[src/synth_rx_control_consts.svh]
`ifndef SYNTH_RX_CONTROL_CONSTS_SVH
`define SYNTH_RX_CONTROL_CONSTS_SVH

// Register byte addresses on the APB slave.
`define ADDR_CTRL 12'h000
`define ADDR_STATUS 12'h004
`define ADDR_BLOCK1 12'h008
`define ADDR_BLOCK2 12'h00C

// Control register fields.
`define CTRL_WIDTH 12
`define CTRL_RESET 12'h000
`define CTRL_MON_SEL 2
`define CTRL_FORCE 3
`define CTRL_ON 4
`define CTRL_RX_EST_LO 5
`define CTRL_OSC_EST_LO 7
`define CTRL_RATE_LO 9
`define CTRL_SYNTH_EN 11

// Status register fields.
`define STAT_BUSY 0
`define STAT_RX_SETTLED 1
`define STAT_OSC_SETTLED 2
`define STAT_RX_EN 3
`define STAT_OSC_EN 4
`define STAT_MON 6
`define STAT_IRQ 7

// Synthesizer word layout.
`define BLOCK_BITS 24
`define BLOCK_RESET 24'h000000
`define PAUSE_BIT 5'd12
`define LAST_BIT 5'd23

// Clock rates and timing figures.
`define CLK_HZ 125000000
`define CLK_KHZ 125000
`define DEC_CLK_HZ 76800
`define PAUSE_512 7'd119
`define PAUSE_1200 7'd33
`define PAUSE_2400 7'd1
`define RX_EST_MS0 6'd5
`define RX_EST_MS1 6'd10
`define RX_EST_MS2 6'd15
`define RX_EST_MS3 6'd30
`define OSC_EST_MS0 6'd20
`define OSC_EST_MS1 6'd30
`define OSC_EST_MS2 6'd40
`define OSC_EST_MS3 6'd50

`endif

[src/synth_rx_control_pkg.sv]
package synth_rx_control_pkg;

	typedef enum logic [2:0]
	{
		SYN_IDLE = 3'b000,
		SYN_LOW = 3'b001,
		SYN_HIGH = 3'b011,
		SYN_LATCH = 3'b010,
		SYN_GAP = 3'b110
	} synth_state_t;

	typedef logic [1:0] rate_sel_t;
	typedef logic [1:0] est_sel_t;

endpackage

[src/est_timer.sv]
`timescale 1ns/10ps
`include "synth_rx_control_consts.svh"

module est_timer
	import synth_rx_control_pkg::*;
(
	// Clock and reset.
	input wire logic pclk,
	input wire logic presetn,
	// Enable and timing.
	input wire logic enable,
	input wire logic ms_tick,
	input wire logic [5:0] target_ms,
	// Result.
	output logic settled
);
	logic [5:0] count_reg;
	logic [5:0] count_next;
	logic settled_reg;
	logic settled_next;

	// The count restarts whenever the enable drops, so each enable period is timed anew.
	assign count_next = !enable ? 6'h00 : (ms_tick && count_reg != target_ms) ? count_reg + 6'h01 : count_reg;
	assign settled_next = enable && (count_reg == target_ms);
	assign settled = settled_reg;

	always_ff @(posedge pclk or negedge presetn)
	begin
		if (!presetn)
		begin
			count_reg <= 6'h00;
			settled_reg <= 1'b0;
		end
		else
		begin
			count_reg <= count_next;
			settled_reg <= settled_next;
		end
	end
endmodule // est_timer

[src/synth_shifter.sv]
`timescale 1ns/10ps
`include "synth_rx_control_consts.svh"

module synth_shifter
	import synth_rx_control_pkg::*;
(
	// Clock and reset.
	input wire logic pclk,
	input wire logic presetn,
	// Control.
	input wire logic start,
	input wire logic dec_tick,
	input wire synth_rx_control_pkg::rate_sel_t rate_sel,
	input wire logic [23:0] block1,
	input wire logic [23:0] block2,
	output logic busy,
	// Synthesizer pins.
	output logic synth_serial_data,
	output logic synth_serial_clock,
	output logic synth_latch_pulse
);
	synth_state_t state_reg;
	synth_state_t state_next;
	logic [23:0] shift_reg;
	logic [23:0] shift_next;
	logic [23:0] block2_reg;
	logic [4:0] bit_reg;
	logic [4:0] bit_next;
	logic [6:0] wait_reg;
	logic [6:0] wait_next;
	logic second_reg;
	logic second_next;
	logic data_reg;
	logic data_next;
	logic clk_reg;
	logic clk_next;
	logic latch_reg;
	logic latch_next;
	wire logic [6:0] pause = (rate_sel == 2'd0) ? `PAUSE_512 : (rate_sel == 2'd1) ? `PAUSE_1200 : `PAUSE_2400;
	wire logic [6:0] low_target = (bit_reg == `PAUSE_BIT) ? pause : 7'h00;
	wire logic wait_done = (wait_reg == low_target);
	wire logic gap_done = (wait_reg == pause);

	assign busy = (state_reg != SYN_IDLE);
	assign synth_serial_data = data_reg;
	assign synth_serial_clock = clk_reg;
	assign synth_latch_pulse = latch_reg;

	always_comb
	begin
		state_next = state_reg;
		shift_next = shift_reg;
		bit_next = bit_reg;
		wait_next = wait_reg;
		second_next = second_reg;
		data_next = data_reg;
		clk_next = clk_reg;
		latch_next = 1'b0;
		case (state_reg)
			SYN_IDLE:
			begin
				if (start)
				begin
					// The first bit is put out while the clock is still low.
					shift_next = block1;
					data_next = block1[23];
					bit_next = 5'd0;
					wait_next = 7'h00;
					second_next = 1'b0;
					state_next = SYN_LOW;
				end
			end
			SYN_LOW:
			begin
				if (dec_tick)
				begin
					if (wait_done)
					begin
						clk_next = 1'b1;
						state_next = SYN_HIGH;
					end
					else
					begin
						wait_next = wait_reg + 7'h01;
					end
				end
			end
			SYN_HIGH:
			begin
				if (dec_tick)
				begin
					clk_next = 1'b0;
					wait_next = 7'h00;
					if (bit_reg == `LAST_BIT)
					begin
						data_next = 1'b0;
						latch_next = 1'b1;
						state_next = SYN_LATCH;
					end
					else
					begin
						shift_next = {shift_reg[22:0], 1'b0};
						data_next = shift_reg[22];
						bit_next = bit_reg + 5'd1;
						state_next = SYN_LOW;
					end
				end
			end
			SYN_LATCH:
			begin
				latch_next = !dec_tick;
				if (dec_tick)
				begin
					state_next = second_reg ? SYN_IDLE : SYN_GAP;
				end
			end
			SYN_GAP:
			begin
				if (dec_tick)
				begin
					if (gap_done)
					begin
						shift_next = block2_reg;
						data_next = block2_reg[23];
						bit_next = 5'd0;
						second_next = 1'b1;
						wait_next = 7'h00;
						state_next = SYN_LOW;
					end
					else
					begin
						wait_next = wait_reg + 7'h01;
					end
				end
			end
			default:
			begin
				state_next = SYN_IDLE;
				clk_next = 1'b0;
				data_next = 1'b0;
			end
		endcase
	end

	always_ff @(posedge pclk or negedge presetn)
	begin
		if (!presetn)
		begin
			state_reg <= SYN_IDLE;
			shift_reg <= `BLOCK_RESET;
			block2_reg <= `BLOCK_RESET;
			bit_reg <= 5'd0;
			wait_reg <= 7'h00;
			second_reg <= 1'b0;
			data_reg <= 1'b0;
			clk_reg <= 1'b0;
			latch_reg <= 1'b0;
		end
		else
		begin
			state_reg <= state_next;
			shift_reg <= shift_next;
			if (state_reg == SYN_IDLE && start)
			begin
				block2_reg <= block2;
			end
			bit_reg <= bit_next;
			wait_reg <= wait_next;
			second_reg <= second_next;
			data_reg <= data_next;
			clk_reg <= clk_next;
			latch_reg <= latch_next;
		end
	end

	property p_data_on_falling;
		@(posedge pclk) disable iff (!presetn)
		$changed(synth_serial_data) |-> !synth_serial_clock;
	endproperty
	a_data_on_falling: assert property (p_data_on_falling) else $error("Serial data changed while clock high.");

	property p_pause_bit;
		@(posedge pclk) disable iff (!presetn)
		(state_reg == SYN_LOW && bit_reg == `PAUSE_BIT && dec_tick && wait_reg < pause) |=> !synth_serial_clock;
	endproperty
	a_pause_bit: assert property (p_pause_bit) else $error("Pause in thirteenth bit cut short.");

	property p_latch_after_last;
		@(posedge pclk) disable iff (!presetn)
		$rose(synth_latch_pulse) |-> $past(bit_reg) == `LAST_BIT && $past(state_reg) == SYN_HIGH;
	endproperty
	a_latch_after_last: assert property (p_latch_after_last) else $error("Latch pulse before the last bit.");

	property p_gap_pause;
		@(posedge pclk) disable iff (!presetn)
		(state_reg == SYN_GAP && dec_tick && wait_reg < pause) |=> state_reg == SYN_GAP && !synth_serial_clock;
	endproperty
	a_gap_pause: assert property (p_gap_pause) else $error("Inter-block delay cut short.");

	property p_idle_low;
		@(posedge pclk) disable iff (!presetn)
		(state_reg == SYN_IDLE) |-> !synth_serial_clock && !synth_serial_data && !synth_latch_pulse;
	endproperty
	a_idle_low: assert property (p_idle_low) else $error("Synthesizer lines not at rest.");

	property p_msb_first;
		@(posedge pclk) disable iff (!presetn)
		(state_reg == SYN_IDLE && start) |=> synth_serial_data == $past(block1[23]) && bit_reg == 5'd0;
	endproperty
	a_msb_first: assert property (p_msb_first) else $error("Transfer did not start with block 1 MSB.");
endmodule // synth_shifter

[src/synth_rx_control.sv]
`timescale 1ns/10ps
`include "synth_rx_control_consts.svh"

module synth_rx_control
	import synth_rx_control_pkg::*;
#(
	parameter int CYC_PER_MS = `CLK_KHZ,
	parameter int DEC_DIV = `CLK_HZ / `DEC_CLK_HZ
)
(
	// Clock and reset.
	input wire logic pclk,
	input wire logic presetn,
	// APB slave.
	input wire logic psel,
	input wire logic penable,
	input wire logic pwrite,
	input wire logic [11:0] paddr,
	input wire logic [31:0] pwdata,
	output logic [31:0] prdata,
	output logic pready,
	output logic pslverr,
	// Decoder timing and pins.
	input wire logic rx_window_req,
	input wire logic battery_sense_in,
	output logic rx_enable_out,
	output logic osc_enable_out,
	output logic irq_out,
	// Synthesizer interface.
	output logic synth_serial_data,
	output logic synth_serial_clock,
	output logic synth_latch_pulse
);
	import synth_rx_control_pkg::*;

	////////////////////////////////////////////////////////////////////////////////
	logic [`CTRL_WIDTH-1:0] ctrl_reg;
	logic [23:0] block1_reg;
	logic [23:0] block2_reg;
	logic [31:0] prdata_reg;
	logic pready_reg;
	logic pslverr_reg;
	logic [31:0] read_mux;
	logic batt_meta_reg;
	logic batt_sync_reg;
	logic batt_sample_reg;
	logic rx_en_reg;
	logic osc_en_reg;
	logic rx_prev_reg;
	logic mon_prev_reg;
	logic irq_reg;
	logic on_prev_reg;
	logic start_pend_reg;
	logic [31:0] ms_cnt_reg;
	logic ms_tick_reg;
	logic [31:0] dec_cnt_reg;
	logic dec_tick_reg;
	logic synth_busy;
	logic rx_settled;
	logic osc_settled;
	logic seen_fall_reg;

	// Bus decode.
	wire logic access = psel && penable && !pready_reg;
	wire logic done = psel && penable && pready_reg;
	wire logic wr_done = done && pwrite;
	wire logic hit_ctrl = (paddr == `ADDR_CTRL);
	wire logic hit_status = (paddr == `ADDR_STATUS);
	wire logic hit_blk1 = (paddr == `ADDR_BLOCK1);
	wire logic hit_blk2 = (paddr == `ADDR_BLOCK2);
	wire logic mapped = hit_ctrl || hit_status || hit_blk1 || hit_blk2;
	wire logic status_read = done && !pwrite && hit_status;

	// Control fields.
	wire logic mon_sel = ctrl_reg[`CTRL_MON_SEL];
	wire logic force_on = ctrl_reg[`CTRL_FORCE];
	wire logic dec_on = ctrl_reg[`CTRL_ON];
	wire logic synth_en = ctrl_reg[`CTRL_SYNTH_EN];
	wire est_sel_t rx_est_sel = ctrl_reg[`CTRL_RX_EST_LO +: 2];
	wire est_sel_t osc_est_sel = ctrl_reg[`CTRL_OSC_EST_LO +: 2];
	wire rate_sel_t rate_sel = ctrl_reg[`CTRL_RATE_LO +: 2];

	// Establishment times and monitor source.
	wire logic [5:0] rx_target = (rx_est_sel == 2'd0) ? `RX_EST_MS0 : (rx_est_sel == 2'd1) ? `RX_EST_MS1 :
		(rx_est_sel == 2'd2) ? `RX_EST_MS2 : `RX_EST_MS3;
	wire logic [5:0] osc_target = (osc_est_sel == 2'd0) ? `OSC_EST_MS0 : (osc_est_sel == 2'd1) ? `OSC_EST_MS1 :
		(osc_est_sel == 2'd2) ? `OSC_EST_MS2 : `OSC_EST_MS3;
	wire logic mon_bit = mon_sel ? rx_en_reg : batt_sample_reg;
	wire logic mon_change = (mon_bit != mon_prev_reg);
	wire logic rx_fall = rx_prev_reg && !rx_en_reg;
	wire logic on_rise = dec_on && !on_prev_reg;
	wire logic rx_next = force_on || (dec_on && rx_window_req);
	wire logic osc_next = force_on || dec_on || synth_busy;

	assign read_mux = hit_ctrl ? {20'h00000, ctrl_reg} :
		hit_status ? {24'h000000, irq_reg, mon_bit, 1'b0, osc_en_reg, rx_en_reg, osc_settled, rx_settled, synth_busy} :
		hit_blk1 ? {8'h00, block1_reg} :
		hit_blk2 ? {8'h00, block2_reg} : 32'h00000000;

	assign prdata = prdata_reg;
	assign pready = pready_reg;
	assign pslverr = pslverr_reg;
	assign rx_enable_out = rx_en_reg;
	assign osc_enable_out = osc_en_reg;
	assign irq_out = irq_reg;

	////////////////////////////////////////////////////////////////////////////////
	// APB slave with one wait state: read data is registered on the same edge that raises pready.
	always_ff @(posedge pclk or negedge presetn)
	begin
		if (!presetn)
		begin
			pready_reg <= 1'b0;
			prdata_reg <= 32'h00000000;
			pslverr_reg <= 1'b0;
		end
		else
		begin
			pready_reg <= access;
			if (access)
			begin
				prdata_reg <= pwrite ? 32'h00000000 : read_mux;
				pslverr_reg <= !mapped;
			end
		end
	end

	always_ff @(posedge pclk or negedge presetn)
	begin
		if (!presetn)
		begin
			ctrl_reg <= `CTRL_RESET;
			block1_reg <= `BLOCK_RESET;
			block2_reg <= `BLOCK_RESET;
		end
		else if (wr_done)
		begin
			if (hit_ctrl)
			begin
				ctrl_reg <= pwdata[`CTRL_WIDTH-1:0];
			end
			if (hit_blk1)
			begin
				block1_reg <= pwdata[23:0];
			end
			if (hit_blk2)
			begin
				block2_reg <= pwdata[23:0];
			end
		end
	end

	////////////////////////////////////////////////////////////////////////////////
	// Rate dividers: a millisecond tick and the decoder clock tick.
	always_ff @(posedge pclk or negedge presetn)
	begin
		if (!presetn)
		begin
			ms_cnt_reg <= 32'h00000000;
			ms_tick_reg <= 1'b0;
			dec_cnt_reg <= 32'h00000000;
			dec_tick_reg <= 1'b0;
		end
		else
		begin
			ms_tick_reg <= (ms_cnt_reg == 32'(CYC_PER_MS - 1));
			ms_cnt_reg <= (ms_cnt_reg == 32'(CYC_PER_MS - 1)) ? 32'h00000000 : ms_cnt_reg + 32'h00000001;
			dec_tick_reg <= (dec_cnt_reg == 32'(DEC_DIV - 1));
			dec_cnt_reg <= (dec_cnt_reg == 32'(DEC_DIV - 1)) ? 32'h00000000 : dec_cnt_reg + 32'h00000001;
		end
	end

	////////////////////////////////////////////////////////////////////////////////
	// Enables, battery sampling, monitor interrupt and transfer start.
	always_ff @(posedge pclk or negedge presetn)
	begin
		if (!presetn)
		begin
			batt_meta_reg <= 1'b0;
			batt_sync_reg <= 1'b0;
			batt_sample_reg <= 1'b0;
			seen_fall_reg <= 1'b0;
			rx_en_reg <= 1'b0;
			osc_en_reg <= 1'b0;
			rx_prev_reg <= 1'b0;
			mon_prev_reg <= 1'b0;
			irq_reg <= 1'b0;
			on_prev_reg <= 1'b0;
			start_pend_reg <= 1'b0;
		end
		else
		begin
			batt_meta_reg <= battery_sense_in;
			batt_sync_reg <= batt_meta_reg;
			if (rx_fall)
			begin
				batt_sample_reg <= batt_sync_reg;
				seen_fall_reg <= 1'b1;
			end
			rx_en_reg <= rx_next;
			osc_en_reg <= osc_next;
			rx_prev_reg <= rx_en_reg;
			mon_prev_reg <= mon_bit;
			// A change in the same cycle as the status read keeps the interrupt set.
			irq_reg <= mon_change || (irq_reg && !status_read);
			on_prev_reg <= dec_on;
			start_pend_reg <= (on_rise && synth_en) || (start_pend_reg && synth_busy);
		end
	end

	////////////////////////////////////////////////////////////////////////////////
	synth_shifter u_shifter
	(
		.pclk(pclk),
		.presetn(presetn),
		.start(start_pend_reg),
		.dec_tick(dec_tick_reg),
		.rate_sel(rate_sel),
		.block1(block1_reg),
		.block2(block2_reg),
		.busy(synth_busy),
		.synth_serial_data(synth_serial_data),
		.synth_serial_clock(synth_serial_clock),
		.synth_latch_pulse(synth_latch_pulse)
	);

	est_timer u_rx_timer
	(
		.pclk(pclk),
		.presetn(presetn),
		.enable(rx_en_reg),
		.ms_tick(ms_tick_reg),
		.target_ms(rx_target),
		.settled(rx_settled)
	);

	est_timer u_osc_timer
	(
		.pclk(pclk),
		.presetn(presetn),
		.enable(osc_en_reg),
		.ms_tick(ms_tick_reg),
		.target_ms(osc_target),
		.settled(osc_settled)
	);

	////////////////////////////////////////////////////////////////////////////////
	property p_start_once;
		@(posedge pclk) disable iff (!presetn)
		$rose(synth_busy) |-> $past(start_pend_reg) && $past(dec_on);
	endproperty
	a_start_once: assert property (p_start_once) else $error("Transfer started without an ON change.");

	property p_no_restart;
		@(posedge pclk) disable iff (!presetn)
		(dec_on && on_prev_reg && !start_pend_reg) |=> !start_pend_reg;
	endproperty
	a_no_restart: assert property (p_no_restart) else $error("Transfer requested while staying ON.");

	property p_osc_during_synth;
		@(posedge pclk) disable iff (!presetn)
		synth_busy |=> osc_enable_out;
	endproperty
	a_osc_during_synth: assert property (p_osc_during_synth) else $error("Oscillator off during programming.");

	property p_force_both;
		@(posedge pclk) disable iff (!presetn)
		force_on |=> rx_enable_out && osc_enable_out;
	endproperty
	a_force_both: assert property (p_force_both) else $error("Forced mode did not hold both enables.");

	property p_rx_monitor_irq;
		@(posedge pclk) disable iff (!presetn)
		(mon_sel && $stable(mon_sel) && $changed(rx_enable_out)) |=> irq_out;
	endproperty
	a_rx_monitor_irq: assert property (p_rx_monitor_irq) else $error("Receiver enable change gave no interrupt.");

	property p_batt_only_on_fall;
		@(posedge pclk) disable iff (!presetn)
		!rx_fall |=> $stable(batt_sample_reg);
	endproperty
	a_batt_only_on_fall: assert property (p_batt_only_on_fall) else $error("Battery sampled outside a fall.");

	property p_batt_irq;
		@(posedge pclk) disable iff (!presetn)
		(!mon_sel && $stable(mon_sel) && $changed(batt_sample_reg)) |=> irq_out;
	endproperty
	a_batt_irq: assert property (p_batt_irq) else $error("Battery change gave no interrupt.");

	property p_batt_reset_zero;
		@(posedge pclk) disable iff (!presetn)
		!seen_fall_reg |-> !batt_sample_reg;
	endproperty
	a_batt_reset_zero: assert property (p_batt_reset_zero) else $error("Battery indicator set before any sample.");

	property p_irq_clear;
		@(posedge pclk) disable iff (!presetn)
		(status_read && !mon_change) |=> !irq_out;
	endproperty
	a_irq_clear: assert property (p_irq_clear) else $error("Interrupt stayed after status read.");
endmodule // synth_rx_control

[config.mk]
export PLATFORM = sky130hd
export DESIGN_NAME = synth_rx_control
export DESIGN_NICKNAME = d
export VERILOG_FILES = /design/src/synth_rx_control_pkg.sv /design/src/est_timer.sv /design/src/synth_shifter.sv /design/src/synth_rx_control.sv
export VERILOG_INCLUDE_DIRS = /design/src
export SDC_FILE = /design/constraint.sdc
export NUM_CORES = 1
export LEC_CHECK = 0
export BUFFER_PORTS_ARGS = -buffer_cell sky130_fd_sc_hd__buf_2
export CORE_ASPECT_RATIO = 0.5
export CORE_MARGIN = 8
export CORE_UTILIZATION = 36
export CTS_CLUSTER_DIAMETER = 100
export DETAILED_ROUTE_END_ITERATION = 10
export SETUP_SLACK_MARGIN = 0.15
export SYNTH_ARGS = -nofsm -noshare
export SYNTH_HDL_FRONTEND = slang
export SYNTH_HIERARCHICAL = 1
export SYNTH_SLANG_ARGS = --single-unit
[constraint.sdc]
create_clock -name pclk -period 2.6 [get_ports pclk]
set_input_delay 0.26 -clock pclk [delete_from_list [all_inputs] [get_ports pclk]]
set_output_delay 0.26 -clock pclk [all_outputs]
set_load 0.005 [all_outputs]
==> flow_summary.json <==
{
  "status": "complete, no violations",
  "rows": 46,
  "routabilityCongestion": 0.814,
  "dr.pass1.iters": 7,
  "leakage_nw": 6.52,
  "irDropWorstVdd_v": 0.000516,
  "via_per_inst": 5.15,
  "r2r.worst_path.cells": 7,
  "fin_skew_ns": 0.0115,
  "hold_ws_ns": 0.0260,
  "netlist_instances": 1002,
  "dp.cells": 1493,
  "drive_gt1_share_pct": 22.8,
  "grt_pass1_wl_mm": 43.6,
  "clockBufferDepth": 3,
  "drv_cap": 0,
  "cts-htree-levels": 1,
  "hold_viol": 0,
  "diodes": 0,
  "synth_area_per_cell_um2": 11.6,
  "worstSkewPairLatency_ns": 0.52,
  "setup_viol": 0,
  "end_kind": "flop",
  "yosysUniqueCellTypes": 75,
  "synth-edff-count": 0,
  "grt_overflow": 0,
  "p_sw_share_pct": 20.8,
  "grt_setup_unrepaired": "true",
  "antenna_found_initial": 0,
  "yosysWarnings": 6,
  "cts_tree": "yes",
  "syn2layout_area_growth_pct": 17.2,
  "ys_ff_latch": 242,
  "port_buffers": 74,
  "ant_nets": 0,
  "yosysTopAreaCell": "dfrtp_1",
  "yosys-top-cells-area": "dfrtp_1 (52%), mux2_2 (7.0%), xnor2_1 (3.8%)",
  "period_minus_slack_ns": 2.41,
  "fin_crit_sh_pct": 92.8,
  "path_class": "reg2reg",
  "yosysMostFrequentCell": "dfrtp_1",
  "finalPower_w": 0.00767,
  "p_switching_w": 0.00159,
  "grt_max_degree": 73,
  "drv_slew": 0,
  "netlist_area_mm2": 0.0116,
  "synth_seq_area_share_pct": 52.0,
  "cts_root_buffer": "clkbuf_16",
  "vias": 8035,
  "critical_path_peak_fanout": 5,
  "p_int_w": 0.00607,
  "synth_top_area_share_pct": 52.0,
  "min_path_cells": 2,
  "grt_pass1_vias": 8282,
  "cp.arrival_ns": 2.82,
  "fin_util_pct": 42.9,
  "fin_cells": 1559,
  "die_x_um": 270,
  "nets": 1175,
  "hold_class": "in2reg",
  "ioPinCount": 91,
  "start_kind": "flop",
  "wl_mm": 26.1,
  "clkTransAtPathRegs_ns": 0.06,
  "start_util_pct": 36.6,
  "die_h_um": 143,
  "grt_usage_pct": 13.4,
  "cts_buffers": 24,
  "p_seq_share_pct": 49.2,
  "die-area_mm2": 0.0387,
  "cts_sinks": 242,
  "async_flop_share_pct": 100,
  "tightest_slew_ns": 0.680,
  "dp_hpwl_mm": 17.7,
  "fmax_ghz": 0.415,
  "synth_commonest_cells": "dfrtp_1 (242), nand2_1 (105), mux2_2 (72)",
  "drc_errors": 0,
  "p_clk_share_pct": 47.8,
  "worstPathRequired_ns": 3.01,
  "wl_per_cell_um": 16.8,
  "max_slew_margin_pct": 54.5,
  "fin_tns_setup_ns": 0,
  "ys.flop_type": "dfrtp_1",
  "drtIter0Drc": 573,
  "powerDensity_mw_per_mm2": 562,
  "rrSetupSlack_ns": 0.19,
  "combPwrFrac_pct": 3.0,
  "core_mm2": 0.0318
}
## metal layers
layer  GRT usage, %  routed length (µm)  up-vias
li1               -                   -     3799
met1           17.5               11700     4103
met2           23.3               13200       95
met3           2.39                 781       38
met4           2.86                 410        0
met5              0                   0        -
## cell type report
type | count | area [µm²]
sequential | 242 | 6060
fill | 3006 | 18100
clock buffer | 31 | 678
timing repair buffer | 121 | 861
multi-input combinational | 703 | 5280
tap | 432 | 541
inverter | 21 | 78.8
clock inverter | 9 | 148
## worst paths after layout
| kind | start | to |
|---|---|---|
| max | u_shifter/bit_reg[1]$_DFFE_PN0P_ | u_shifter/wait_reg[0]$_DFFE_PN0P_ |
| min reg2reg | batt_meta_reg$_DFF_PN0_ | batt_sync_reg$_DFF_PN0_ |
| max in group asynchronous | presetn | dec_cnt_reg[2]$_DFF_PN0_ |
| max reg2reg | u_shifter/bit_reg[1]$_DFFE_PN0P_ | u_shifter/wait_reg[0]$_DFFE_PN0P_ |
| min | pwdata[2] | block1_reg[2]$_DFFE_PN0P_ |
| min in group asynchronous | presetn | ms_cnt_reg[5]$_DFF_PN0_ |
## worst max-delay path: stages, from the launching register on
cell and delay (ns):
dfrtp_1 0.40, inv_1 0.08, ha_1 0.13, and4b_1 0.19
or4bb_1 0.50, o211ai_1 0.36, and2_1 0.29, mux2_2 0.35
## power by group through the flow
| stage | clock network, W | logic [W] | registers, W |
|---|---|---|---|
| detailed placement | 0 | 0.000207 | 0.00384 |
| global placement | 0 | 0.000203 | 0.00384 |
| global route | 0.00393 | 0.000259 | 0.00377 |
| floorplan | 0 | 0.0000558 | 0.00384 |
| CTS | 0.00378 | 0.000237 | 0.00377 |
| finish | 0.00366 | 0.000229 | 0.00378 |
## cell usage in the layout, fill, tap and decap left out, types with 24 or more instances in the layout
master         instances
dfrtp_1              242
nand2_1              105
buf_2                 73
mux2_2                72
xnor2_1               50
nor2_1                45
nand3_1               39
o21ai_0               33
nand4_1               31
xor2_1                27
mux2i_1               26
clkbuf_16             26
dlygate4sd3_1         24
## metrics by stage
step	setup slack, ns	area [µm²]
floorplan	0.202	11700
global placement	0.210	12500
detailed placement	0.139	12500
CTS	0.156	13600
global route	0.0334	13600
finish	0.188	13600
## what timing repair did
item / CTS / global route
hold buffers: 24 / 0
hold endpoints to repair: 114 / 0
setup buffers: 0 / 1
resized for setup: 1 / 2
pin swaps: 0 / 2
endpoints found under the setup margin: 3 / 28
cloned: 0 / 1
## logic make-up (layout without fill, tap and decap cells)
kind of cell	count (synthesis)	count (layout)	share of synthesized area, %
xor+xnor	77	77	5.80
fa+ha+maj	11	11	1.18
compound gates	129	129	7.47
mux	139	139	13.8
flops	242	242	52.0
other cells	1	10	0.0322
simple gates	337	337	16.6
buf+inv	66	182	3.05
(Power assumes the default switching activity.)
